--- config.mk ---
export PLATFORM = sky130hd
export DESIGN_NAME = pwm_ctrl
export DESIGN_NICKNAME = d
export VERILOG_FILES = /design/src/hdl/pwm_ctrl_pkg.sv /design/src/hdl/pwm_channel.sv /design/src/hdl/pwm_ctrl.sv
export SDC_FILE = /design/constraint.sdc
export NUM_CORES = 1
export LEC_CHECK = 0
export ABC_CLOCK_PERIOD_IN_PS = 3350
export BUFFER_PORTS_ARGS = -buffer_cell sky130_fd_sc_hd__buf_2
export CAP_MARGIN = 20
export CELL_PAD_IN_SITES_DETAIL_PLACEMENT = 1
export CELL_PAD_IN_SITES_GLOBAL_PLACEMENT = 1
export CORE_MARGIN = 2
export CORE_UTILIZATION = 45
export DETAILED_ROUTE_END_ITERATION = 8
export HOLD_SLACK_MARGIN = 0.15
export PLACE_DENSITY = 0.79
export RECOVER_POWER = 100
export SETUP_SLACK_MARGIN = 0.5
export SLEW_MARGIN = 20
export SYNTH_ARGS = -nofsm -noshare
export SYNTH_HDL_FRONTEND = slang
export SYNTH_SLANG_ARGS = --single-unit
export TNS_END_PERCENT = 10
--- constraint.sdc ---
create_clock -name clk_i -period 3.35 [get_ports clk_i]
set_input_delay 0.67 -clock clk_i [delete_from_list [all_inputs] [get_ports clk_i]]
set_output_delay 0.67 -clock clk_i [all_outputs]
set_load 0.02 [all_outputs]
--- src/hdl/pwm_ctrl_pkg.sv ---
// Shared constants for the six-channel pulse-width modulator control block
package pwm_ctrl_pkg;

  localparam int NUM_CH   = 6;
  localparam int ADR_W    = 8;
  localparam int DATA_W   = 32;
  localparam int CNT_W    = 8;
  localparam int PRESC_W  = 7;
  localparam int RATE_W   = 3;

  // Byte offsets of the word registers
  localparam logic [ADR_W-1:0] OFS_POLARITY    = 8'h00;
  localparam logic [ADR_W-1:0] OFS_CLK_SELECT  = 8'h04;
  localparam logic [ADR_W-1:0] OFS_PRESCALE    = 8'h08;
  localparam logic [ADR_W-1:0] OFS_RUN         = 8'h0C;
  localparam logic [ADR_W-1:0] OFS_STATUS      = 8'h10;
  localparam logic [ADR_W-1:0] OFS_PERIOD_BASE = 8'h20;
  localparam logic [ADR_W-1:0] OFS_DUTY_BASE   = 8'h40;

  // Field positions
  localparam int RATE_A_LSB      = 0;
  localparam int RATE_B_LSB      = 4;
  localparam int STAT_OUT_LSB    = 0;
  localparam int STAT_ACTIVE_LSB = 8;
  localparam int STAT_PRESC_LSB  = 16;

  // Channels clocked from the B group; the rest use the A group
  localparam logic [NUM_CH-1:0] CLK_GROUP_B = 6'h0C;

  // Reset values
  localparam logic [NUM_CH-1:0] POLARITY_RST   = 6'h00;
  localparam logic [NUM_CH-1:0] CLK_SELECT_RST = 6'h00;
  localparam logic [RATE_W-1:0] RATE_RST       = 3'h0;
  localparam logic [NUM_CH-1:0] RUN_RST        = 6'h00;
  localparam logic [CNT_W-1:0]  PERIOD_RST     = 8'hFF;
  localparam logic [CNT_W-1:0]  DUTY_RST       = 8'h00;

endpackage : pwm_ctrl_pkg

--- src/hdl/pwm_channel.sv ---
// One left-aligned 8-bit modulator channel driven by a selected clock enable
`timescale 1ns/1ns
module pwm_channel #(
  parameter int CNT_W = 8
) (
  input  wire logic             clk_i,
  input  wire logic             rst_i,
  input  wire logic             run_i,
  input  wire logic             tick_i,
  input  wire logic             pol_i,
  input  wire logic [CNT_W-1:0] period_i,
  input  wire logic [CNT_W-1:0] duty_i,
  output logic                  out_o,
  output logic                  active_o
);

  if (CNT_W < 2) begin : g_bad_width
    $error("pwm_channel needs CNT_W of at least 2");
  end

  typedef enum logic [1:0] {ST_IDLE, ST_ARMED, ST_RUN} chan_state_t;

  chan_state_t      state_q;
  logic [CNT_W-1:0] cnt_q;
  logic             out_q;

  // Waveform starts only on the first tick after enable, so it lines up with the clock
  always_ff @(posedge clk_i) begin
    if (rst_i) begin
      state_q <= ST_IDLE;
    end else begin
      case (state_q)
        ST_IDLE:  if (run_i) state_q <= ST_ARMED;
        ST_ARMED: begin
          if (!run_i) state_q <= ST_IDLE;
          else if (tick_i) state_q <= ST_RUN;
        end
        ST_RUN:   if (!run_i) state_q <= ST_IDLE;
        default:  state_q <= ST_IDLE;
      endcase
    end
  end

  // Period zero wraps through the full count range
  always_ff @(posedge clk_i) begin
    if (rst_i || state_q != ST_RUN) begin
      cnt_q <= '0;
    end else if (tick_i) begin
      cnt_q <= (cnt_q == period_i - CNT_W'(1)) ? '0 : cnt_q + CNT_W'(1);
    end
  end

  // Polarity is applied live, so a change mid-period may clip one pulse
  always_ff @(posedge clk_i) begin
    if (rst_i || state_q != ST_RUN) begin
      out_q <= 1'b0;
    end else if (pol_i) begin
      out_q <= (cnt_q < duty_i);
    end else begin
      out_q <= (cnt_q >= duty_i);
    end
  end

  assign out_o    = out_q;
  assign active_o = (state_q == ST_RUN);

  AST_POL_HIGH_START: assert property (@(posedge clk_i) disable iff (rst_i)
    state_q == ST_RUN && pol_i && cnt_q < duty_i |=> out_o)
    else $error("high-start channel not high before duty");

  AST_POL_LOW_START: assert property (@(posedge clk_i) disable iff (rst_i)
    state_q == ST_RUN && !pol_i && cnt_q >= duty_i |=> out_o)
    else $error("low-start channel not high after duty");

  AST_POL_CHANGE_KEEPS_RUN: assert property (@(posedge clk_i) disable iff (rst_i)
    state_q == ST_RUN && run_i && $changed(pol_i) |-> ##1 state_q == ST_RUN)
    else $error("polarity change stopped the channel");

  AST_WAIT_FOR_TICK: assert property (@(posedge clk_i) disable iff (rst_i)
    state_q != ST_RUN && !tick_i |=> state_q != ST_RUN && !out_o)
    else $error("waveform started without a clock tick");

endmodule : pwm_channel

--- src/hdl/pwm_ctrl.sv ---
// Polarity, clock-select and prescaler control with six modulator channels
`timescale 1ns/1ns
// Contract
// - Polarity set: output high at period start, low once count reaches duty.
// - Polarity clear: output low at period start, high once count reaches duty.
// - Polarity register: one bit per channel, bits 0..5, read and write anytime.
// - Polarity changes accepted while running; one odd pulse may appear.
// - Channels 0,1,4,5: select clear takes clock A, set takes scaled clock A.
// - Channels 2,3: select clear takes clock B, set takes scaled clock B.
// - Clock-select writes accepted anytime; odd pulse at switchover allowed.
// - Bits 2:0 divide bus clock by two to that power for clock A.
// - Bits 6:4 divide bus clock by two to that power for clock B.
// - Clock A feeds only channels 0,1,4,5; clock B only channels 2,3.
// - Prescale writes accepted anytime while channels run.
// - Enabled channel waits for its selected clock's next tick before output.
// - With all six enables clear the prescale counter stops.
module pwm_ctrl
  import pwm_ctrl_pkg::*;
#(
  parameter int CH_CNT_W = CNT_W
) (
  input  wire logic              clk_i,
  input  wire logic              rst_i,
  input  wire logic              wb_cyc_i,
  input  wire logic              wb_stb_i,
  input  wire logic              wb_we_i,
  input  wire logic [ADR_W-1:0]  wb_adr_i,
  input  wire logic [3:0]        wb_sel_i,
  input  wire logic [DATA_W-1:0] wb_dat_i,
  output logic      [DATA_W-1:0] wb_dat_o,
  output logic                   wb_ack_o,
  input  wire logic              scaled_clock_a_i,
  input  wire logic              scaled_clock_b_i,
  output logic      [NUM_CH-1:0] pwm_o
);

  if (CH_CNT_W != CNT_W) begin : g_bad_width
    $error("pwm_ctrl registers are fixed at CNT_W bits");
  end

  logic [NUM_CH-1:0]   channel_polarity_q;
  logic [NUM_CH-1:0]   channel_clock_source_select_q;
  logic [RATE_W-1:0]   rate_a_field_q;
  logic [RATE_W-1:0]   rate_b_field_q;
  logic [NUM_CH-1:0]   channel_run_q;
  logic [CNT_W-1:0]    period_q [NUM_CH];
  logic [CNT_W-1:0]    duty_q   [NUM_CH];
  logic [PRESC_W-1:0]  presc_cnt_q;
  logic                ack_q;
  logic [DATA_W-1:0]   rd_data_q;
  logic [DATA_W-1:0]   rd_data_d;
  logic                bus_req;
  logic                wr_en;
  logic [NUM_CH-1:0]   pwm_out;
  logic [NUM_CH-1:0]   ch_active;
  logic [NUM_CH-1:0]   ch_tick;
  logic                any_run;
  logic                tick_a;
  logic                tick_b;
  logic [PRESC_W-1:0]  mask_a;
  logic [PRESC_W-1:0]  mask_b;
  logic                presc_upset;

  // Wishbone slave: ack one cycle after the request, write at the ack edge
  assign bus_req = wb_cyc_i && wb_stb_i;
  // Only byte lane 0 carries register data; other lanes are ignored
  assign wr_en   = bus_req && wb_we_i && ack_q && wb_sel_i[0];

  always_ff @(posedge clk_i) begin
    if (rst_i) begin
      ack_q <= 1'b0;
    end else begin
      ack_q <= bus_req && !ack_q;
    end
  end

  always_ff @(posedge clk_i) begin
    if (rst_i) begin
      rd_data_q <= '0;
    end else if (bus_req && !ack_q) begin
      rd_data_q <= rd_data_d;
    end
  end

  // Unmapped addresses read as zero and ignore writes
  always_comb begin
    rd_data_d = '0;
    case (wb_adr_i)
      OFS_POLARITY:   rd_data_d[NUM_CH-1:0] = channel_polarity_q;
      OFS_CLK_SELECT: rd_data_d[NUM_CH-1:0] = channel_clock_source_select_q;
      OFS_PRESCALE: begin
        rd_data_d[RATE_A_LSB +: RATE_W] = rate_a_field_q;
        rd_data_d[RATE_B_LSB +: RATE_W] = rate_b_field_q;
      end
      OFS_RUN:        rd_data_d[NUM_CH-1:0] = channel_run_q;
      OFS_STATUS: begin
        rd_data_d[STAT_OUT_LSB +: NUM_CH]     = pwm_out;
        rd_data_d[STAT_ACTIVE_LSB +: NUM_CH]  = ch_active;
        rd_data_d[STAT_PRESC_LSB +: PRESC_W]  = presc_cnt_q;
      end
      default: begin
        for (int i = 0; i < NUM_CH; i++) begin
          if (wb_adr_i == OFS_PERIOD_BASE + ADR_W'(4 * i)) begin
            rd_data_d[CNT_W-1:0] = period_q[i];
          end
          if (wb_adr_i == OFS_DUTY_BASE + ADR_W'(4 * i)) begin
            rd_data_d[CNT_W-1:0] = duty_q[i];
          end
        end
      end
    endcase
  end

  assign wb_ack_o = ack_q;
  assign wb_dat_o = rd_data_q;

  // Control registers; all are writable while channels run
  always_ff @(posedge clk_i) begin
    if (rst_i) begin
      channel_polarity_q <= POLARITY_RST;
    end else if (wr_en && wb_adr_i == OFS_POLARITY) begin
      channel_polarity_q <= wb_dat_i[NUM_CH-1:0];
    end
  end

  always_ff @(posedge clk_i) begin
    if (rst_i) begin
      channel_clock_source_select_q <= CLK_SELECT_RST;
    end else if (wr_en && wb_adr_i == OFS_CLK_SELECT) begin
      channel_clock_source_select_q <= wb_dat_i[NUM_CH-1:0];
    end
  end

  always_ff @(posedge clk_i) begin
    if (rst_i) begin
      rate_a_field_q <= RATE_RST;
      rate_b_field_q <= RATE_RST;
    end else if (wr_en && wb_adr_i == OFS_PRESCALE) begin
      rate_a_field_q <= wb_dat_i[RATE_A_LSB +: RATE_W];
      rate_b_field_q <= wb_dat_i[RATE_B_LSB +: RATE_W];
    end
  end

  always_ff @(posedge clk_i) begin
    if (rst_i) begin
      channel_run_q <= RUN_RST;
    end else if (wr_en && wb_adr_i == OFS_RUN) begin
      channel_run_q <= wb_dat_i[NUM_CH-1:0];
    end
  end

  always_ff @(posedge clk_i) begin
    if (rst_i) begin
      for (int i = 0; i < NUM_CH; i++) begin
        period_q[i] <= PERIOD_RST;
        duty_q[i]   <= DUTY_RST;
      end
    end else if (wr_en) begin
      for (int i = 0; i < NUM_CH; i++) begin
        if (wb_adr_i == OFS_PERIOD_BASE + ADR_W'(4 * i)) begin
          period_q[i] <= wb_dat_i[CNT_W-1:0];
        end
        if (wb_adr_i == OFS_DUTY_BASE + ADR_W'(4 * i)) begin
          duty_q[i] <= wb_dat_i[CNT_W-1:0];
        end
      end
    end
  end

  // Prescaler: one counter that runs while any channel is enabled, A and B are enable pulses from it
  assign any_run = |channel_run_q;

  // Held at zero when idle to save toggling power
  always_ff @(posedge clk_i) begin
    if (rst_i || !any_run) begin
      presc_cnt_q <= '0;
    end else begin
      presc_cnt_q <= presc_cnt_q + PRESC_W'(1);
    end
  end

  function automatic logic [PRESC_W-1:0] rate_mask(input logic [RATE_W-1:0] rate);
    logic [PRESC_W-1:0] m;
    m = '0;
    for (int i = 0; i < PRESC_W; i++) begin
      m[i] = (RATE_W'(i) < rate);
    end
    return m;
  endfunction : rate_mask

  assign mask_a = rate_mask(rate_a_field_q);
  assign mask_b = rate_mask(rate_b_field_q);
  // A pulse each time the low bits roll over gives bus clock over 2**rate
  assign tick_a = any_run && (&(presc_cnt_q | ~mask_a));
  assign tick_b = any_run && (&(presc_cnt_q | ~mask_b));
  // Rate or run writes may legally break the tick spacing, so spacing checks stand down then
  assign presc_upset = wr_en && (wb_adr_i == OFS_PRESCALE || wb_adr_i == OFS_RUN);

  // Channels with per-channel clock choice
  for (genvar c = 0; c < NUM_CH; c++) begin : g_ch
    if (CLK_GROUP_B[c]) begin : g_grp_b
      assign ch_tick[c] = channel_clock_source_select_q[c] ? scaled_clock_b_i : tick_b;
    end else begin : g_grp_a
      assign ch_tick[c] = channel_clock_source_select_q[c] ? scaled_clock_a_i : tick_a;
    end

    pwm_channel #(
      .CNT_W(CNT_W)
    ) u_channel (
      .clk_i   (clk_i),
      .rst_i   (rst_i),
      .run_i   (channel_run_q[c]),
      .tick_i  (ch_tick[c]),
      .pol_i   (channel_polarity_q[c]),
      .period_i(period_q[c]),
      .duty_i  (duty_q[c]),
      .out_o   (pwm_out[c]),
      .active_o(ch_active[c])
    );
  end

  assign pwm_o = pwm_out;

  // Checks
  AST_POL_WRITE_STORED: assert property (@(posedge clk_i) disable iff (rst_i)
    wr_en && wb_adr_i == OFS_POLARITY |=> channel_polarity_q == $past(wb_dat_i[NUM_CH-1:0]))
    else $error("polarity write not stored");

  AST_CH0_CLOCK_A: assert property (@(posedge clk_i) disable iff (rst_i)
    !channel_clock_source_select_q[0] && !tick_a |-> !ch_tick[0])
    else $error("channel 0 ticked without clock A");

  AST_CH4_SCALED_A: assert property (@(posedge clk_i) disable iff (rst_i)
    channel_clock_source_select_q[4] |-> ch_tick[4] == scaled_clock_a_i)
    else $error("channel 4 not on scaled clock A");

  AST_CH2_CLOCK_B: assert property (@(posedge clk_i) disable iff (rst_i)
    !channel_clock_source_select_q[2] |-> ch_tick[2] == tick_b && (ch_tick[2] || !tick_b))
    else $error("channel 2 not on clock B");

  AST_CH3_SCALED_B: assert property (@(posedge clk_i) disable iff (rst_i)
    channel_clock_source_select_q[3] && !scaled_clock_b_i |-> !ch_tick[3])
    else $error("channel 3 ticked without scaled clock B");

  AST_RATE_A_UNDIVIDED: assert property (@(posedge clk_i) disable iff (rst_i)
    any_run && rate_a_field_q == 3'h0 |-> tick_a)
    else $error("undivided clock A missed a cycle");

  AST_RATE_A_DIV8: assert property (@(posedge clk_i) disable iff (rst_i || presc_upset)
    tick_a && rate_a_field_q == 3'h3 && !wr_en |=> !tick_a [*7] ##1 tick_a)
    else $error("clock A divide by 8 spacing wrong");

  AST_RATE_B_DIV2: assert property (@(posedge clk_i) disable iff (rst_i || presc_upset)
    tick_b && rate_b_field_q == 3'h1 && !wr_en |=> !tick_b ##1 tick_b)
    else $error("clock B divide by 2 spacing wrong");

  AST_PRESC_STOPS: assert property (@(posedge clk_i) disable iff (rst_i)
    !any_run |-> (!tick_a && !tick_b) ##1 presc_cnt_q == '0)
    else $error("prescaler ran with all channels off");

  AST_ACK_ONE_WAIT: assert property (@(posedge clk_i) disable iff (rst_i)
    bus_req && !wb_ack_o |=> wb_ack_o)
    else $error("bus request not acknowledged after one wait");

  AST_ACK_PULSE: assert property (@(posedge clk_i) disable iff (rst_i)
    wb_ack_o |=> !wb_ack_o)
    else $error("bus acknowledge held longer than one cycle");

  AST_POL_READBACK: assert property (@(posedge clk_i) disable iff (rst_i)
    wb_ack_o && !wb_we_i && wb_adr_i == OFS_POLARITY |-> wb_dat_o == DATA_W'(channel_polarity_q))
    else $error("polarity read data wrong");

  AST_CLKSEL_WRITE_STORED: assert property (@(posedge clk_i) disable iff (rst_i)
    wr_en && wb_adr_i == OFS_CLK_SELECT |=> channel_clock_source_select_q == $past(wb_dat_i[NUM_CH-1:0]))
    else $error("clock select write not stored");

  AST_PRESC_WRITE_STORED: assert property (@(posedge clk_i) disable iff (rst_i)
    wr_en && wb_adr_i == OFS_PRESCALE |=> rate_a_field_q == $past(wb_dat_i[RATE_A_LSB +: RATE_W])
      && rate_b_field_q == $past(wb_dat_i[RATE_B_LSB +: RATE_W]))
    else $error("prescale write not stored");

  AST_RUN_WRITE_STORED: assert property (@(posedge clk_i) disable iff (rst_i)
    wr_en && wb_adr_i == OFS_RUN |=> channel_run_q == $past(wb_dat_i[NUM_CH-1:0]))
    else $error("run enable write not stored");

  AST_RESET_VALUES: assert property (@(posedge clk_i) disable iff (rst_i)
    $past(rst_i) |-> channel_polarity_q == POLARITY_RST && channel_clock_source_select_q == CLK_SELECT_RST
      && rate_a_field_q == RATE_RST && rate_b_field_q == RATE_RST)
    else $error("control fields not cleared by reset");

  AST_CH1_CLOCK_A: assert property (@(posedge clk_i) disable iff (rst_i)
    !channel_clock_source_select_q[1] |-> ch_tick[1] == tick_a)
    else $error("channel 1 not on clock A");

  AST_CH5_CLOCK_A: assert property (@(posedge clk_i) disable iff (rst_i)
    !channel_clock_source_select_q[5] |-> ch_tick[5] == tick_a)
    else $error("channel 5 not on clock A");

  AST_CH3_CLOCK_B: assert property (@(posedge clk_i) disable iff (rst_i)
    !channel_clock_source_select_q[3] |-> ch_tick[3] == tick_b)
    else $error("channel 3 not on clock B");

  AST_CH5_SCALED_A: assert property (@(posedge clk_i) disable iff (rst_i)
    channel_clock_source_select_q[5] |-> ch_tick[5] == scaled_clock_a_i)
    else $error("channel 5 not on scaled clock A");

  AST_CH2_SCALED_B: assert property (@(posedge clk_i) disable iff (rst_i)
    channel_clock_source_select_q[2] |-> ch_tick[2] == scaled_clock_b_i)
    else $error("channel 2 not on scaled clock B");

  AST_RATE_B_UNDIVIDED: assert property (@(posedge clk_i) disable iff (rst_i)
    any_run && rate_b_field_q == 3'h0 |-> tick_b)
    else $error("undivided clock B missed a cycle");

  AST_RATE_A_DIV2: assert property (@(posedge clk_i) disable iff (rst_i || presc_upset)
    tick_a && rate_a_field_q == 3'h1 |=> !tick_a ##1 tick_a)
    else $error("clock A divide by 2 spacing wrong");

  AST_PRESC_COUNTS: assert property (@(posedge clk_i) disable iff (rst_i)
    any_run |=> presc_cnt_q == $past(presc_cnt_q) + PRESC_W'(1))
    else $error("prescale counter did not advance");

  // Stopped channels park their outputs low whatever the polarity
  for (genvar c = 0; c < NUM_CH; c++) begin : g_idle_chk
    AST_IDLE_OUTPUT_LOW: assert property (@(posedge clk_i) disable iff (rst_i)
      !channel_run_q[c] |=> ##1 !pwm_out[c])
      else $error("stopped channel output not low");
  end

  COV_CH0_OUTPUT: cover property (@(posedge clk_i) disable iff (rst_i)
    ch_active[0] && $rose(pwm_out[0]));

  COV_POL_WRITE_RUNNING: cover property (@(posedge clk_i) disable iff (rst_i)
    wr_en && wb_adr_i == OFS_POLARITY && |ch_active);

  COV_SCALED_B_USED: cover property (@(posedge clk_i) disable iff (rst_i)
    channel_clock_source_select_q[2] && ch_active[2] && ch_tick[2]);

  COV_RATE_A_MAX: cover property (@(posedge clk_i) disable iff (rst_i)
    rate_a_field_q == 3'h7 && tick_a);

  COV_RATE_B_MAX: cover property (@(posedge clk_i) disable iff (rst_i)
    rate_b_field_q == 3'h7 && tick_b);

endmodule : pwm_ctrl

# Word level (Yosys, flattened, before mapping)
# Memory sizes are Yosys's and may differ from the RTL's.
# Cells that the tools add are included.
# W data, S select, Z words.
totals:
  memories: 2
  input_bits: 51
  ff_bits: 119
  elab_cells: 308
  mem_bits_rw: 96
op_classes:
  add_sub_neg: 13
  n_reduce_logical: 38
  bitwise_logic: 16
  magnitude_cmp: 26
  eq_ne: 58
  muxes: 129
mem_list:
  columns: ["memory", "words", "word_bits", "read_ports", "rd_clocked_by_memory_dff", "write_ports", "line_no", "source"]
  rows:
  - ["duty_q", 6, 8, 6, 0, 6, "pwm_ctrl.sv:47", "logic [CNT_W-1:0] duty_q [NUM_CH];"]
  - ["period_q", 6, 8, 6, 0, 6, "pwm_ctrl.sv:46", "logic [CNT_W-1:0] period_q [NUM_CH];"]
ops:
  columns: ["cell", "count"]
  rows:
  - ["$mux W8", 30]
  - ["$mux W1", 63]
  - ["$add A8 B1 Y8 const B", 6]
  - ["$eq A8 B6 Y1 const B", 6]
  - ["$eq A8 B7 Y1 const B", 6]
  - ["$eq A8 B8 Y1", 6]
  - ["$ge A8 B8 Y1", 6]
  - ["$lt A8 B8 Y1", 6]
  - ["$mux W2", 24]
  - ["$sub A8 B1 Y8 const B", 6]
  - ["$ne A2 B2 Y1 const B", 18]
  - ["$pmux W2 S3", 6]
  - ["$lt A3 B3 Y1 const A", 6]
  - ["$ne A3 B2 Y1 const B", 6]
  - ["$reduce_and A3 Y1", 6]
  - ["$eq A8 B4 Y1 const B", 2]
  - ["$pmux W3 S5", 1]
  - ["$not A7 Y7", 2]
  - ["$or A7 B7 Y7", 2]
  - ["$reduce_and A7 Y1", 2]
  - ["$eq A2 B1 Y1 const B", 6]
  - ["$eq A2 B2 Y1 const B", 6]
  - ["$logic_not A2 Y1", 6]
  - ["$lt A1 B3 Y1 const A", 4]
  - ["other kinds (17)", 48]

# Depth between registers and ports, before layout
# Gate-level depths: netlist of the first run.
logic_depth:
  word_depth: 14
  depth_mapped: 9

# Cells and area by module
# Synthesis of the first run repeated with hierarchy kept, for this count alone.
unflattened:
  hier_cells: 1452
  hier_area_um2: 13050.0
modules_own_cells:
  columns: ["mod", "seq_area_each_um2", "instances", "cells_each", "area_per_inst_um2"]
  rows:
  - ["pwm_ctrl", 3943.8, 1, 756, 7509.7]
  - ["pwm_channel", 220.2, 6, 116, 923.4]

# Worst setup path before layout of the first run
# Ideal clock, no wire load.
synth_timing:
  kind: "input to register"
  startpoint: "input wb_adr_i[1]"
  endpoint: "memory duty_q[0][0] (enable)"
  path_stages: 6
  setup_slack_ps: 817
  arrival_ps: 2159
  required_ps: 2975
  n_path_buf: 3
  path_cell_list: "buf_2 -> nor4_1 -> buf_2 -> buf_2 -> nand2_1 -> o21bai_1"
synth_rtl:
  columns: ["item", "line_no", "source"]
  rows:
  - ["start, declared", "pwm_ctrl.sv:27", "input wire logic [ADR_W-1:0] wb_adr_i,"]
  - ["end, declared", "pwm_ctrl.sv:47", null]

==> results of run 1 <==
==> flip-flops by register name, indices dropped and copies added (netlist names) <==
| register | flops |
|---|---|
| duty_q | 48 |
| presc_cnt_q | 7 |
| channel_run_q | 6 |
| rate_b_field_q | 3 |
| g_ch.u_channel.out_o | 6 |
| g_ch.u_channel.state_q | 12 |
| g_ch.u_channel.cnt_q | 48 |
| rate_a_field_q | 3 |
| channel_polarity_q | 6 |
| channel_clock_source_select_q | 6 |
| wb_ack_o | 1 |
| wb_dat_o | 21 |
| period_q | 48 |
==> through the flow <==
step | area, um2 | setup slack (ps) | total power [uW] | util, %
2_1_floorplan | 13000 | 817 | 3040 | -
3_3_place_gp | 13600 | 445 | 3150 | 47.6
3_5_place_dp | 13600 | 338 | 3170 | 47.6
4_1_cts | 14500 | 778 | 6000 | 50.6
5_1_grt | 14300 | 290 | 6130 | 50.2
6_report | 14300 | 330 | 5970 | 50.2
==> synthesized netlist by cell type (10+ instances only) <==
cell        n
a211oi_1   15
a21oi_1   118
and2_1     35
and3_1     19
buf_2      18
buf_4      22
clkbuf_1   50
dfxtp_1   119
edfxtp_1   96
ha_1       61
inv_1      76
mux2i_1    13
nand2_1   103
nand2b_1   27
nand3_1    59
nand3b_1   21
nand4_1    22
nor2_1     84
nor2b_1    23
nor3_1     23
nor4_1     12
o21ai_0    64
o21bai_1   17
o22ai_1    16
o31ai_1    14
or3_1      78
or4_1      10
xnor2_1    47
xor2_1     31
==> report_power, final <==
group / switching (uW) / internal (uW) / total [uW]
Sequential: 27.0 / 2760 / 2790
Clock: 1160 / 1700 / 2860
Combinational: 234 / 90.5 / 324
==> layout make-up <==
class	instances	area share [%]
multi-input cells	1070	48.8
flip-flops and latches	215	36.7
clock buffers	38	5.20
well taps	384	3.35
repair buffers	86	3.03
inverters	77	2.01
clock inverters	10	0.802
diodes	4	0.0698
==> worst register-to-register path: stages (launching register included) <==
cell and delay, ps:
dfxtp_1 470, inv_1 100, a21boi_0 280, a21boi_0 400, o31ai_1 740, a311o_1 480
o21ba_2 210
==> placed cells by master (no fill, tap or decap), types with 12 or more instances in the layout <==
cell type	Yosys	final
a211oi_1	15	15
a21oi_1	118	118
and2_0	0	25
and3_1	19	19
buf_2	18	22
buf_4	22	18
clkbuf_1	50	52
clkbuf_16	0	26
dfxtp_1	119	119
edfxtp_1	96	96
ha_1	61	61
inv_1	76	76
mux2i_1	13	13
nand2_1	103	103
nand2b_1	27	27
nand3_1	59	59
nand3b_1	21	21
nand4_1	22	22
nor2_1	84	84
nor2b_1	23	22
nor3_1	23	23
nor4_1	12	12
o21ai_0	64	66
o21bai_1	17	17
o22ai_1	16	16
o31ai_1	14	14
or3_1	78	78
xnor2_1	47	47
xor2_1	31	31
==> final timing paths <==
check                            endpoint  depth (start not counted)                    startpoint
min reg2reg  g_ch[4].u_channel.state_q[0]                          1  g_ch[4].u_channel.state_q[1]
max                        period_q[0][3]                          6                   wb_adr_i[2]
min          g_ch[4].u_channel.state_q[0]                          1  g_ch[4].u_channel.state_q[1]
max reg2reg    g_ch[4].u_channel.cnt_q[2]                          6                presc_cnt_q[2]
==> kinds of logic after synthesis <==
| kind of cell | after synthesis | synth area share [%] |
|---|---|---|
| buf+inv | 174 | 5.84 |
| mux | 16 | 1.43 |
| simple gates | 557 | 23.8 |
| other cells | 1 | 0.0289 |
| fa+ha+maj | 61 | 5.87 |
| flops | 215 | 40.5 |
| xor+xnor | 78 | 5.26 |
| compound gates | 347 | 17.3 |
==> per-layer routing <==
| metal | GRT usage [%] | up-vias | share of wire [%] |
|---|---|---|---|
| li1 | - | 5321 | - |
| met5 | 0 | - | 0 |
| met4 | 7.28 | 0 | 2.7 |
| met3 | 4.18 | 78 | 7.3 |
| met1 | 37.7 | 5830 | 42 |
| met2 | 48.0 | 408 | 47 |
==> impl_metrics.ini, run 1 <==
[synthesis]
yosysSeqAreaShare_pct = 40.5
syn_area_per_cell_um2 = 8.97
synth_edf_count = 96
synth_ff_type = dfxtp_1
netlist_area_um2 = 13000
yosysTopAreaCell = edfxtp_1
synth_top_area_share_pct = 22.2
synthTopCellsByArea = edfxtp_1 22%, dfxtp_1 18%, ha_1 5.9%, a21oi_1 4.5%, or3_1 3.8%
async_flop_share_pct = 0
syn_inst = 1449
synth_seq_cells = 215
ys_warn_count = 0
synth.distinct_cells = 89

[setup_path]
cpMaxStageDelayCell = nor4_1
cp-end-kind = register
critPathBufInv = 3
crit_top_cell = clkbuf_1
crit_type = primary input to register
worstPathCellList = clkbuf_1 -> nor4_1 -> clkbuf_1 -> nand2_1 -> o21bai_1 -> clkbuf_1
cp_top_family = buffers and inverters
critical_path.max_stage_delay_ps = 640
r2r_setup_slack_ps = 550
path_max_fanout = 21
start_kind = primary input
cp.arrival_ps = 3200
critPathRequiredTime_ps = 3530

[cells_and_area]
final_cells = 1884
num-fill-cells = 3372
multi_input_area_um2 = 7010
seq_area_um2 = 5270
area_growth_pct = 10.4
drive_above_1_share_pct = 7.35
final_nets = 1588

[timing]
hold_violations = 0
clock_skew_ps = 26.2
grt_setup_unrepaired = no
fin_crit_sh_pct = 90.2
fmax_ghz = 0.331
hold_ws_ps = 444
slew_headroom_pct = -23.0
finalMaxSlewViolations = 44
finalCriticalPeriod_ps = 3020
finalSetupViolations = 0
tns_ps = 0
tightest_slew_ps = 1850

[detailed_routing]
via_per_inst = 6.18
routed_wl_mm = 43.1
drt-initial-drc-count = 1039
vias = 11600
wl_per_cell_um = 22.9
postRouteAntennaNets = 0
drc = 0
drt_first_pass_iters = 6

[floorplan]
die_h_um = 174
rows = 62
dieWidth_um = 174
core_area_um2 = 28500
ios = 90
die_area_um2 = 30200
initial_utilization_pct = 45.5

[run_status]
violations = max-capacitance violations, max-slew violations
status = complete, but fails checks

[clock_network]
cts_buffers = 26
cts_setup_buffers = 0
clock_sinks = 215
cts_max_path_buffers = 3
cts_hold_buf = 0
ctsResizeCount = 0
clk_latency_ps = 550
cts_tree = done
clock-root-buffer = clkbuf_16
htree_levels = 1
clkTransAtPathRegs_ps = 60

[global_route]
grt_pass1_vias = 11800
antenna_found_initial = 3
grt_max_degree = 75
grt-ovfl-total = 0
grtUsageTotal_pct = 28.2
grt_pass1_wl_mm = 67.7

[place]
portBuffers = 51
place_congestion = 0.891
dp_cells = 1832
place_hpwl_mm = 30.9

[run]
cap_violations = 2

[min_path]
hold_path_class = register to register

[power]
power_density_nw_per_um2 = 416
ir_drop_mv = 0.411
p_leak_uw = 0.00476
(Power assumes the default switching activity.)
==> inputs of run 2 (changes only) <==
Settings changed: ABC_AREA from default to 1, PLACE_DENSITY 0.79 to 0.81.
==> impl_metrics.ini, run 2 <==
[cells_and_area]
utilization_pct = 50.8
final_nets = 1728
num-fill-cells = 3335
fin_area_um2 = 13700
n_antenna_cell = 0
area_growth_pct = 10.9
final_common_cell = nand2_1
most-common-layout-cells = 314 x nand2_1, 189 x inv_1, 188 x nor2_1, 119 x dfxtp_1, 105 x a21oi_1
reg_top3 = duty_q x48, g_ch.u_channel.cnt_q x48, period_q x48
drive_above_1_share_pct = 5.68

[power]
p_int_uw = 4530
clkPwrFrac_pct = 48.0
comb_power_share_pct = 4.7
switching_power_uw = 1380
p_seq_share_pct = 47.3
p_leak_uw = 0.00528
power_density_nw_per_um2 = 433
power.share.switching_pct = 23.4
ir_drop_mv = 0.623

[detailed_routing]
drt-initial-drc-count = 837
routed_wl_mm = 38.6
via_per_inst = 5.55
drt_first_pass_iters = 6
vias = 11000
drc = 0
wl_per_cell_um = 19.5
postRouteAntennaNets = 0

[timing]
hold_violations = 0
fin_crit_sh_pct = 79.6
clock_skew_ps = 14.6
tightest_slew_ps = 1490
tns_ps = 0
finalMaxSlewViolations = 0
finalCriticalPeriod_ps = 2670
fmax_ghz = 0.375
grt_setup_unrepaired = no
slew_headroom_pct = 0.457
finalSetupViolations = 0

[setup_path]
critPathRequiredTime_ps = 3720
cp-end-kind = register
crit_type = register to register
path_max_fanout = 18
cp_top_family = buffers and inverters
start_kind = register
worstPathCellList = nand4_1 -> clkbuf_1 -> inv_1 -> nand2_1 -> inv_1 -> o21ai_0 -> a21oi_1
crit_top_cell = inv_1
critPathBufInv = 3
critical_path.max_stage_delay_ps = 780
cpMaxStageDelayCell = clkbuf_1
cp.arrival_ps = 3040

[floorplan]
die_h_um = 169
rows = 60
dieWidth_um = 169
initial_utilization_pct = 45.8
die_area_um2 = 28700
core_area_um2 = 26900
ios = 90

[synthesis]
synth_seq_cells = 215
async_flop_share_pct = 0
synth.distinct_cells = 47
synthTopCellsByArea = edfxtp_1 23%, dfxtp_1 19%, nand2_1 9.5%, ha_1 6.2%, inv_1 5.7%
synth_most_common_cell = nand2_1
synth_top_area_share_pct = 23.4
syn_area_per_cell_um2 = 7.94
synth_edf_count = 96
netlist_area_um2 = 12300
yosysSeqAreaShare_pct = 42.8
ys_warn_count = 0
ys_top_cells_by_count = 312 x nand2_1, 187 x inv_1, 184 x nor2_1, 119 x dfxtp_1, 105 x a21oi_1
synth_ff_type = dfxtp_1
syn_inst = 1550
yosysTopAreaCell = edfxtp_1

[global_route]
antenna_found_initial = 0
grt_pass1_vias = 11200
grt_pass1_wl_mm = 60.8
grt_max_degree = 38
grtUsageTotal_pct = 27.0
grt-ovfl-total = 0

[clock_network]
cts_buffers = 26
cts_hold_buf = 0
cts_max_path_buffers = 3
htree_levels = 1
clk_latency_ps = 540
ctsResizeCount = 0
clock-root-buffer = clkbuf_16
clock_sinks = 215
cts_setup_buffers = 0
cts_tree = done
clkTransAtPathRegs_ps = 60

[place]
portBuffers = 51
place_hpwl_mm = 28.7
placed_area_um2 = 13000
place_congestion = 0.920

[min_path]
hold_path_class = primary input to register

[run_status]
violations = max-capacitance violations
status = complete, but fails checks

[run]
cap_violations = 1
run 2: final cells by class:
cell class / count / area [um2] / share of cell area [%]
clock buffer: 34 / 732 / 5.36
clock inverter: 14 / 138 / 1.01
inverter: 196 / 738 / 5.40
multi-input combinational: 1098 / 6000 / 43.9
sequential: 215 / 5270 / 38.5
tap: 341 / 427 / 3.12
timing repair buffer: 79 / 363 / 2.66
run 2: power by group through the flow:
stage / clock network, uW / logic (uW) / registers, uW
after floorplan: 0 / 157 / 2860
after global placement: 0 / 269 / 2850
after detailed placement: 0 / 280 / 2850
after CTS: 2880 / 283 / 2800
after global routing: 2970 / 301 / 2800
final: 2840 / 275 / 2800
run 2: per-layer routing:
metal,global-route usage (%),vias up,part of all wire (%)
met5,0,-,0
met4,7.84,0,2.9
met3,4.03,76,5.9
met2,46.4,304,48
met1,35.4,5327,44
li1,-,5256,-
run 2: worst min-delay path: cells and delay by family:
family	cells	cell delay, ps
compound gates	2	180
buf+inv	1	90
run 2: cell families (layout without fill, tap and decap cells):
group | count (synthesis) | after routing | synth area share [%]
other cells | 1 | 11 | 0.0305
xor+xnor | 101 | 101 | 7.18
buf+inv | 247 | 323 | 8.28
flops | 215 | 215 | 42.8
simple gates | 701 | 701 | 24.7
fa+ha+maj | 61 | 61 | 6.20
compound gates | 224 | 224 | 10.8
run 2: path summary, 6_finish.rpt:
path                                start                            to  slack (ps)  depth (start not counted)
max                              wb_ack_o             rate_a_field_q[2]         680                          7
min                           wb_dat_i[4]             rate_b_field_q[0]         440                          3
min reg2reg  g_ch[2].u_channel.state_q[0]  g_ch[2].u_channel.state_q[0]         460                          1
max reg2reg                      wb_ack_o             rate_a_field_q[2]         680                          7
run 2: metrics by stage:
step	total power [uW]	cells	hold slack (ps)	worst slack, ps
after floorplan	3020	1560	431	872
after global placement	3120	1929	444	749
after detailed placement	3130	1929	455	598
after CTS	5960	1977	426	1020
after global routing	6070	1977	462	437
final	5910	1977	438	685
